`config.mk`:
```
export PLATFORM = sky130hd
export DESIGN_NAME = pcs_coding_mode_port_crossover
export DESIGN_NICKNAME = d
export VERILOG_FILES = /design/src/pcs_crossover_pkg.sv /design/src/pcs_coding_mode_port_crossover.sv
export SDC_FILE = /design/constraint.sdc
export NUM_CORES = 1
export LEC_CHECK = 0
export BUFFER_PORTS_ARGS = -buffer_cell sky130_fd_sc_hd__buf_2
export CAP_MARGIN = 15
export CORE_AREA = 2 2 202 204
export DETAILED_ROUTE_END_ITERATION = 6
export DIE_AREA = 0 0 204 206
export PLACE_DENSITY_LB_ADDON = 0.15
export REMOVE_ABC_BUFFERS = 1
export SLEW_MARGIN = 15
export SYNTH_ARGS = -nofsm -noshare
export SYNTH_HDL_FRONTEND = slang
export SYNTH_SLANG_ARGS = --single-unit
```
`constraint.sdc`:
```
create_clock -name sys_clk_in -period 2.9 [get_ports sys_clk_in]
set_clock_uncertainty 0.15 [all_clocks]
set_input_delay 0.145 -clock sys_clk_in [delete_from_list [all_inputs] [get_ports sys_clk_in]]
set_output_delay 0.145 -clock sys_clk_in [all_outputs]
set_load 0.02 [all_outputs]
```
`src/pcs_crossover_pkg.sv`:
```
// Purpose: Shared constants and carriers for the coding-mode port crossover.
// Assumes: One 40 MHz clock, AHB-Lite register access with 32-bit words.
// Notes: Field positions are those of the shared fabric port set.
package pcs_crossover_pkg;

    localparam logic [3:0] CODING_8B10B = 4'h4;
    localparam logic [3:0] CODING_64B66B = 4'h2;
    localparam logic [3:0] CODING_RESET = 4'h4;

    // Register byte offsets.
    localparam logic [7:0] OFS_CONTROL = 8'h00;
    localparam logic [7:0] OFS_STATUS = 8'h04;
    localparam logic [7:0] OFS_RATE = 8'h08;

    // Control register fields.
    localparam int CTL_SEL_LSB = 0;
    localparam int CTL_RESET_BIT = 4;
    localparam int CTL_REALIGN_BIT = 5;

    // Transmit shared positions.
    localparam int TX_IDLE_BIT = 15;
    localparam int TX_BYPASS_BIT = 14;
    localparam int TX_SEQUENCE_START_BIT = 4;

    // Allowed rate options per coding; index 10 stands for option 7a.
    localparam logic [3:0] RATE_8B_MIN = 4'h2;
    localparam logic [3:0] RATE_8B_MAX = 4'h7;
    localparam logic [3:0] RATE_7A = 4'hA;
    localparam logic [3:0] RATE_8 = 4'h8;
    localparam logic [3:0] RATE_9 = 4'h9;
    localparam logic [3:0] RATE_RESET = 4'h2;

    typedef struct packed {
        logic [63:0] data;
        logic [15:0] disp_fn;
        logic [7:0] k_flags;
    } tx_lane_s;

    typedef struct packed {
        logic [63:0] data;
        logic [7:0] k_flags;
        logic [7:0] invalid_code;
        logic [7:0] disparity_fault;
    } rx_lane_s;

    typedef struct packed {
        logic elec_idle;
        logic bypass;
        logic [16:0] unused_in;
        logic sos;
        logic [3:0] header;
    } tx_ctrl_s;

    typedef struct packed {
        logic bypass;
        logic [13:0] unused_out;
        logic header_valid;
        logic high_error_rate;
        logic block_lock;
        logic sos;
        logic word_valid;
        logic [3:0] header;
    } rx_ctrl_s;

endpackage

```
`src/pcs_coding_mode_port_crossover.sv`:
```
// How it works
// - 8b10b coding accepts only CPRI rate options 2 through 7.
// - 64b66b coding accepts only CPRI rate options 7a, 8 and 9.
// - Changing between those rate groups means switching the coding mode.
// - The 8b10b port set holds every 64b66b port; one connection serves both.
// - Disparity-function bit 15 is the electrical idle request in 64b66b.
// - Disparity-function bit 14 is the encoder bypass in 64b66b.
// - Disparity bits 13:0 and flags 7:5 form the unused 17-bit input bus.
// - Transmit flag bit 4 is the sequence-start indication in 64b66b.
// - Transmit flags 3:0 carry the four-bit sync header in 64b66b.
// - Transmit data word keeps its bit meaning in both modes.
// - Receive flag bit 7 reports decoder bypass in 64b66b.
// - Receive flags 6:0, lane 7..5 error flags and lane 4 invalid-code flag become unused outputs 13:0.
// - Lane 4 disparity fault reports a valid sync header in 64b66b.
// - Lane 3 invalid-code flag reports high bit error rate in 64b66b.
// - Lane 3 disparity fault reports block lock in 64b66b.
// - Lane 2 invalid-code flag reports receive sequence start in 64b66b.
// - Lane 2 disparity fault reports a valid received word in 64b66b.
// - Lanes 1 and 0 error flags carry the received sync header in 64b66b.
// - Receive data word keeps its bit meaning in both modes.
// - Coding select is one-hot: 0b0100 is 8b10b, 0b0010 is 64b66b.
// - In 64b66b the aligner searches a new pattern only after reset.
// Purpose: Shared fabric port crossover between 8b10b and 64b66b coding.
// Assumes: Lane-side ports are synchronous to sys_clk_in; AHB-Lite slave.
// Notes: Control 0x00 write: select[3:0], reset[4], realign[5]; read: select[3:0], reset[5]; status 0x04; rate 0x08.
//
// Design decisions made here: the AHB-Lite slave port and the placing of the registers.
`timescale 1ns/1ps
module pcs_coding_mode_port_crossover (
    // Clock and reset
    input wire logic sys_clk_in,
    input wire logic rst_n_in,
    // AHB-Lite slave
    input wire logic hsel_in,
    input wire logic [31:0] haddr_in,
    input wire logic [1:0] htrans_in,
    input wire logic hwrite_in,
    input wire logic [2:0] hsize_in,
    input wire logic [31:0] hwdata_in,
    input wire logic hready_in,
    output logic [31:0] hrdata_out,
    output logic hreadyout_out,
    output logic hresp_out,
    // Fabric transmit side, full 8b10b port set
    input wire pcs_crossover_pkg::tx_lane_s fabric_tx_in,
    // Fabric receive side, full 8b10b port set
    output pcs_crossover_pkg::rx_lane_s fabric_rx_out,
    // Coding layer transmit side
    output pcs_crossover_pkg::tx_lane_s coder_tx_out,
    output pcs_crossover_pkg::tx_ctrl_s coder_tx_ctrl_out,
    // Coding layer receive side
    input wire logic [63:0] coder_rx_data_in,
    input wire logic [7:0] coder_rx_k_in,
    input wire logic [7:0] coder_rx_invalid_code_in,
    input wire logic [7:0] coder_rx_disparity_fault_in,
    input wire pcs_crossover_pkg::rx_ctrl_s coder_rx_ctrl_in,
    // Lane control
    output logic [3:0] lane_coding_select_out,
    output logic coding_layer_async_reset_n_out,
    output logic aligner_restart_out
);

    typedef struct packed {
        logic [3:0] coding_sel;
        logic [3:0] rate;
        logic soft_reset;
        logic realign;
        logic rate_error;
        logic data_phase;
        logic data_write;
        logic [7:0] data_addr;
        logic [31:0] rdata;
        pcs_crossover_pkg::tx_lane_s tx;
        pcs_crossover_pkg::tx_ctrl_s tx_ctrl;
        pcs_crossover_pkg::rx_lane_s rx;
    } state_s;

    state_s state_reg;
    state_s state_next;

    logic mode_64b;
    logic rate_ok;
    logic [3:0] new_rate;
    pcs_crossover_pkg::tx_ctrl_s tx_map;
    pcs_crossover_pkg::rx_lane_s rx_map;

    assign mode_64b = (state_reg.coding_sel == pcs_crossover_pkg::CODING_64B66B);

    // A rate is accepted only if the currently selected coding can carry it.
    function automatic logic rate_allowed(input logic [3:0] sel, input logic [3:0] r);
        logic ok;
        ok = 1'b0;
        if (sel == pcs_crossover_pkg::CODING_8B10B) begin
            ok = (r >= pcs_crossover_pkg::RATE_8B_MIN) && (r <= pcs_crossover_pkg::RATE_8B_MAX);
        end else if (sel == pcs_crossover_pkg::CODING_64B66B) begin
            ok = (r == pcs_crossover_pkg::RATE_7A) || (r == pcs_crossover_pkg::RATE_8) ||
                 (r == pcs_crossover_pkg::RATE_9);
        end
        return ok;
    endfunction

    // Transmit crossover: shared disparity and flag bits renamed for 64b66b.
    always_comb begin
        tx_map.elec_idle = fabric_tx_in.disp_fn[pcs_crossover_pkg::TX_IDLE_BIT];
        tx_map.bypass = fabric_tx_in.disp_fn[pcs_crossover_pkg::TX_BYPASS_BIT];
        tx_map.unused_in[1:0] = fabric_tx_in.disp_fn[13:12];
        tx_map.unused_in[5:2] = fabric_tx_in.disp_fn[11:8];
        tx_map.unused_in[7:6] = fabric_tx_in.disp_fn[7:6];
        tx_map.unused_in[11:8] = fabric_tx_in.disp_fn[5:2];
        tx_map.unused_in[12] = fabric_tx_in.disp_fn[1];
        tx_map.unused_in[13] = fabric_tx_in.disp_fn[0];
        tx_map.unused_in[15:14] = fabric_tx_in.k_flags[7:6];
        tx_map.unused_in[16] = fabric_tx_in.k_flags[5];
        tx_map.sos = fabric_tx_in.k_flags[pcs_crossover_pkg::TX_SEQUENCE_START_BIT];
        tx_map.header = fabric_tx_in.k_flags[3:0];
        if (!mode_64b) begin
            tx_map = '0;
        end
    end

    // Receive crossover: in 64b66b the error flags carry status fields.
    always_comb begin
        rx_map.data = coder_rx_data_in;
        rx_map.k_flags = coder_rx_k_in;
        rx_map.invalid_code = coder_rx_invalid_code_in;
        rx_map.disparity_fault = coder_rx_disparity_fault_in;
        if (mode_64b) begin
            rx_map.k_flags[7] = coder_rx_ctrl_in.bypass;
            rx_map.k_flags[6:0] = coder_rx_ctrl_in.unused_out[6:0];
            rx_map.invalid_code[7] = coder_rx_ctrl_in.unused_out[7];
            rx_map.disparity_fault[7] = coder_rx_ctrl_in.unused_out[8];
            rx_map.invalid_code[6] = coder_rx_ctrl_in.unused_out[9];
            rx_map.disparity_fault[6] = coder_rx_ctrl_in.unused_out[10];
            rx_map.invalid_code[5] = coder_rx_ctrl_in.unused_out[11];
            rx_map.disparity_fault[5] = coder_rx_ctrl_in.unused_out[12];
            rx_map.invalid_code[4] = coder_rx_ctrl_in.unused_out[13];
            rx_map.disparity_fault[4] = coder_rx_ctrl_in.header_valid;
            rx_map.invalid_code[3] = coder_rx_ctrl_in.high_error_rate;
            rx_map.disparity_fault[3] = coder_rx_ctrl_in.block_lock;
            rx_map.invalid_code[2] = coder_rx_ctrl_in.sos;
            rx_map.disparity_fault[2] = coder_rx_ctrl_in.word_valid;
            rx_map.invalid_code[1] = coder_rx_ctrl_in.header[3];
            rx_map.disparity_fault[1] = coder_rx_ctrl_in.header[2];
            rx_map.invalid_code[0] = coder_rx_ctrl_in.header[1];
            rx_map.disparity_fault[0] = coder_rx_ctrl_in.header[0];
        end
    end

    assign new_rate = hwdata_in[3:0];
    assign rate_ok = rate_allowed(state_reg.coding_sel, new_rate);

    always_comb begin
        state_next = state_reg;
        state_next.realign = 1'b0;
        // Both directions pass one register stage; the data word is never altered.
        state_next.tx = fabric_tx_in;
        state_next.tx_ctrl = tx_map;
        state_next.rx = rx_map;
        // Address phase capture.
        state_next.data_phase = hsel_in && hready_in && htrans_in[1];
        state_next.data_write = hwrite_in;
        state_next.data_addr = haddr_in[7:0];
        state_next.rdata = 32'h0000_0000;
        if (state_reg.data_phase && state_reg.data_write) begin
            unique case (state_reg.data_addr)
                pcs_crossover_pkg::OFS_CONTROL: begin
                    // Coding changes only while the lane is held in reset; others ignored.
                    if (state_reg.soft_reset &&
                        (hwdata_in[3:0] == pcs_crossover_pkg::CODING_8B10B ||
                         hwdata_in[3:0] == pcs_crossover_pkg::CODING_64B66B)) begin
                        state_next.coding_sel = hwdata_in[3:0];
                    end
                    state_next.soft_reset = hwdata_in[pcs_crossover_pkg::CTL_RESET_BIT];
                    // Realignment request only takes effect in 8b10b, where it pulses the restart and the reset.
                    state_next.realign = hwdata_in[pcs_crossover_pkg::CTL_REALIGN_BIT] &&
                                         !mode_64b;
                end
                pcs_crossover_pkg::OFS_RATE: begin
                    if (rate_ok) begin
                        state_next.rate = new_rate;
                        state_next.rate_error = 1'b0;
                    end else begin
                        state_next.rate_error = 1'b1;
                    end
                end
                default: begin
                end
            endcase
        end
        // Reads take the next-state values so a read right behind a write sees that write.
        if (hsel_in && hready_in && htrans_in[1] && !hwrite_in) begin
            unique case (haddr_in[7:0])
                pcs_crossover_pkg::OFS_CONTROL: begin
                    state_next.rdata = {26'h0, state_next.soft_reset, 1'b0,
                                        state_next.coding_sel};
                end
                pcs_crossover_pkg::OFS_STATUS: begin
                    state_next.rdata = {29'h0, state_next.rate_error,
                        (state_next.coding_sel == pcs_crossover_pkg::CODING_64B66B),
                        coder_rx_ctrl_in.block_lock};
                end
                pcs_crossover_pkg::OFS_RATE: begin
                    state_next.rdata = {28'h0, state_next.rate};
                end
                default: begin
                    state_next.rdata = 32'h0000_0000;
                end
            endcase
        end
    end

    always_ff @(posedge sys_clk_in or negedge rst_n_in) begin
        if (!rst_n_in) begin
            state_reg <= '0;
            state_reg.coding_sel <= pcs_crossover_pkg::CODING_RESET;
            state_reg.rate <= pcs_crossover_pkg::RATE_RESET;
        end else begin
            state_reg <= state_next;
        end
    end

    assign hrdata_out = state_reg.rdata;
    assign hreadyout_out = 1'b1;
    assign hresp_out = 1'b0;
    assign fabric_rx_out = state_reg.rx;
    assign coder_tx_out = state_reg.tx;
    assign coder_tx_ctrl_out = state_reg.tx_ctrl;
    assign lane_coding_select_out = state_reg.coding_sel;
    // Driven from the system clock only, so a stopped receive clock cannot lock it.
    assign coding_layer_async_reset_n_out = !(state_reg.soft_reset || state_reg.realign);
    assign aligner_restart_out = state_reg.realign;
endmodule

```
Word-level counts from Yosys, hierarchy flattened:

Cells that the tools add are included.

* mux-type cells: 14
* divide/modulo/power cells: 0
* equal/unequal tests: 11
* reductions and logical operators: 16
* $add $sub $neg: 0
* order comparisons: 2
* bitwise logic cells: 0
* multipliers: 0
* shifts and indexed selects: 0

Operators with widths (number)
* $mux W24: 2
* $pmux W6 S3: 1
* $eq A8 B4 Y1 const B: 2
* $logic_not A8 Y1: 2
* $mux W4: 4
* $eq A4 B2 Y1 const B: 3
* $eq A4 B4 Y1 const B: 3
* $mux W11: 1
* $eq A4 B3 Y1 const B: 2
* $eq A8 B3 Y1 const B: 1
* $logic_and A1 B1 Y1: 7
* $mux W6: 1
* $ge A4 B2 Y1 const B: 1
* $le A4 B3 Y1 const B: 1
* $logic_or A1 B1 Y1: 4
* $mux W1: 4
* $logic_not A1 Y1: 3
* $mux W2: 1

* bits in read-only memories: 0
* logic and storage cells: 64
* memories kept: 0
* bits in latches: 0
* memory bits (writable): 0
* bits in registers: 253

Logic depth before layout (Yosys ltp):

* word-level depth: 11
* gate-level depth with buffers: 7
* depth with buffers taken out: 6

Worst setup path after synthesis:

Ideal clock, no wire load.

* kind: flip-flop to flip-flop
* from: reg state_reg, in the netlist lane_coding_select_out[0]
* to: reg state_reg, in the netlist hrdata_out[2]
* setup slack: 0.918 ns
* setup time: 0.126 ns
* path buffers: 0
* data arrival time: 1.706 ns
* cell stages (with the launch flop): 7
* clock period less this slack: 1.982 ns
* path through: dfrtp_1 > or4_1 > nor2_2 > o21ba_4 > mux2_2 > nand3_1 > o21ai_0

RTL lines
* from (decl): line pcs_coding_mode_port_crossover.sv:78 `state_s state_reg;`
* from (signal assigned): line pcs_coding_mode_port_crossover.sv:218 `state_reg <= state_next;`

==> summary.md <==
| Metric | Value |
|---|---|
| Detail Placement HPWL | `16400 microns` |
| Post-Syn Area | `8380 sq um` |
| RSZ-0062 raised after global routing | `no` |
| R2R depth | `4` |
| CTS tree | `built` |
| Min-Delay Path Class | `primary input to async pin` |
| Initial Utilization | `20.8%` |
| Number of global-route vias before repair | `5792` |
| I/O pin count | `514` |
| Post-Synthesis Cells | `586` |
| Critical path's slowest cell | `buf_4` |
| Register area share after synthesis | `67.5%` |
| Worst-margin pin slew | `644 ps` |
| Synth warn | `0` |
| Yosys reg bits | `226` |
| Comb pwr share | `11.1%` |
| Met3 routed WL | `2230 microns` |
| P_int | `5790 uW` |
| Die area | `42000 sq um` |
| Max frequency | `388 MHz` |
| Vias per cell | `3.45` |
| Max IR drop VDD | `0.390 mV` |
| Share of layout cells above drive strength 1 | `47.9%` |
| Pin count of the biggest net entering global routing | `82` |
| Antenna Violating Nets Remaining | `0` |
| Final Slew Violations | `0` |
| Placed Cells | `1334` |
| Psw | `1780 uW` |
| Port Buffers | `430` |
| H-tree levels | `1` |
| Total clock sinks | `226` |
| Highest routed layer | `met4` |
| Starting DRC count in detailed routing | `132` |
| WL met1 | `8460 microns` |
| CP Cell Sequence | `nor4b_4 -> buf_4 -> mux2_2 -> dlygate4sd3_1` |
| Crit end category | `register` |
| Max-capacitance violation count | `0` |
| CP Max Fanout | `49` |
| Hold-fix buffers, CTS | `220` |
| FILL cells | `4088` |
| LEAKAGE | `0.00627 uW` |
| Worst slack, placed | `764 ps` |
| Worst setup SP type | `register` |
| Relative slew margins | `57.1%` |
| Router iterations before antenna repair | `4` |
| Beginning of the worst register-to-register path | `lane_coding_select_out[0]` |
| Reg2reg setup slack | `330 ps` |
| Final min period | `2570 ps` |
| Worst-skew pair later-pin latency | `540 ps` |
| Gr usage total | `10.5%` |
| Initial antenna violation count | `2` |
| Worst r2r dst | `fabric_rx_out[21]` |
| Congestion Overflow GR | `0` |
| DR WL/cell | `14.6 microns` |
| Clock group share of total power | `45.0%` |
| # DRC | `0` |
| Inserted Clock Buffers | `26` |
| PwrDens | `598 nW/um^2` |
| Max clock buf depth | `3` |
| Final Hold Viols | `0` |
| Critical path class | `register to register` |
| CP Depth | `4` |
| Final setup violation count | `0` |
| Final setup margin | `325 ps` |
| Bufs and invs on worst path | `2` |
| Ys async rst share | `100%` |
| Post-CTS setup buffer count | `0` |
| Routability congestion estimate from global placement | `0.726` |
| Resized cells post-CTS | `0` |
| Sequential power share | `43.9%` |
| Die height | `206 microns` |
| Vias | `5523` |
| Die W | `204 microns` |
| Synth-to-layout area growth | `51.1%` |
| Nets | `1324` |
| Root buf cell | `clkbuf_16` |
| WP data arrival | `2840 ps` |
| Status | `finished clean` |
| First-pass GRT wire length | `33600 microns` |
| DR WL met2 | `12100 microns` |
| CP required | `3170 ps` |
| Ys flop type | `dfrtp_1` |
| Core ar. | `40200 sq um` |
| Clk slew on worst S/H paths | `60 ps` |
| EDFF count, synth | `0` |
| Row cnt | `74` |
| Final cell count without fillers | `1602` |
| Final wirelength | `23400 microns` |
| Final period util | `88.8%` |
| Syn Area/Cell | `14.3 sq um` |
| Sw Ratio | `23.5%` |
| Count of different cell masters after synthesis | `38` |
| Worst path max stage delay | `570 ps` |
| Delay-heaviest family, CP | `buffers and inverters` |
==> per-stage QoR <==
step	hold slack, ps	setup TNS [ps]	area, sq um	utilization [%]	power (uW)
CTS	20.8	0	12700	31.5	7730
floorplan	-301	-23090	6660	-	3600
finish	21.3	0	12700	31.5	7570
global placement	41.8	0	9560	23.8	3990
global route	53.0	0	12700	31.5	7930
detailed placement	31.5	0	9560	23.8	3990
==> logic make-up after synthesis <==
kind of cell,synth area share [%]
and+or+nand+nor,4.91
muxes,4.38
xor gates and xnor gates,0.105
AOI/OAI and AO/OA,1.18
other,0.0896
buffers and inverters,21.8
DFF,67.5
==> layout by cell type, fill, tap and decap left out, types with 3 or more instances in the layout <==
master / netlist / layout
a31oi_1: 3 / 3
and2_1: 24 / 24
and4b_1: 3 / 3
buf_2: 2 / 429
buf_4: 238 / 4
bufinv_16: 0 / 3
clkbuf_1: 7 / 8
clkbuf_16: 0 / 26
clkbuf_8: 0 / 7
conb_1: 2 / 29
dfrtp_1: 224 / 224
dlygate4sd3_1: 0 / 220
mux2_2: 28 / 28
nand2_1: 3 / 3
nand3_1: 4 / 4
nand3b_1: 3 / 3
nor2_1: 6 / 6
nor3_1: 4 / 4
o21ai_0: 4 / 4
==> cell type report <==
cell class,count,area [sq um],area share (%)
antenna,1,2.50,0.0198
tap,532,666,5.26
inverter,1,3.75,0.0296
clock inverter,6,116,0.919
clock buffer,41,777,6.14
sequential,226,5660,44.7
multi-input combinational,139,1000,7.93
timing repair buffer,656,4430,35.0
==> cell usage after synthesis (3+ instances only) <==
cell type    n  area share, %
nor2_1       6           0.27
buf_4      238             21
clkbuf_1     7           0.31
nand3b_1     3           0.27
nand2_1      3           0.13
mux2_2      28            3.8
and4b_1      3           0.36
dfrtp_1    224             67
nand3_1      4           0.24
o21ai_0      4           0.24
nor3_1       4           0.24
and2_1      24            1.8
a31oi_1      3           0.22
==> power groups by stage <==
| stage | registers (uW) | logic (uW) | clock network [uW] |
|---|---|---|---|
| floorplan | 3550 | 56.7 | 0 |
| global placement | 3380 | 616 | 0 |
| detailed placement | 3380 | 615 | 0 |
| CTS | 3320 | 854 | 3550 |
| global route | 3330 | 912 | 3690 |
| finish | 3320 | 841 | 3410 |
==> worst register-to-register path, cell delays in order (launching register included) <==
cell           delay (ps)
dfrtp_1               430
nor4b_4               310
buf_4                 570
mux2_2                430
dlygate4sd3_1         560
==> worst max path at each step <==
stage	from	end	slack [ps]
final	lane_coding_select_out[0]	fabric_rx_out[21]	330
after global routing	lane_coding_select_out[0]	fabric_rx_out[15]	170
after CTS	lane_coding_select_out[0]	fabric_rx_out[15]	270
after detailed placement	lane_coding_select_out[0]	hrdata_out[0]	760
after global placement	lane_coding_select_out[0]	hrdata_out[0]	770
after floorplan	lane_coding_select_out[0]	hrdata_out[2]	-1030
==> per-layer routing <==
layer | up-vias | global-route usage, %
met4 | 0 | 3.05
li1 | 2536 | -
met2 | 264 | 19.4
met5 | - | 0
met1 | 2692 | 11.1
met3 | 31 | 3.80
(Power assumes the default switching activity.)
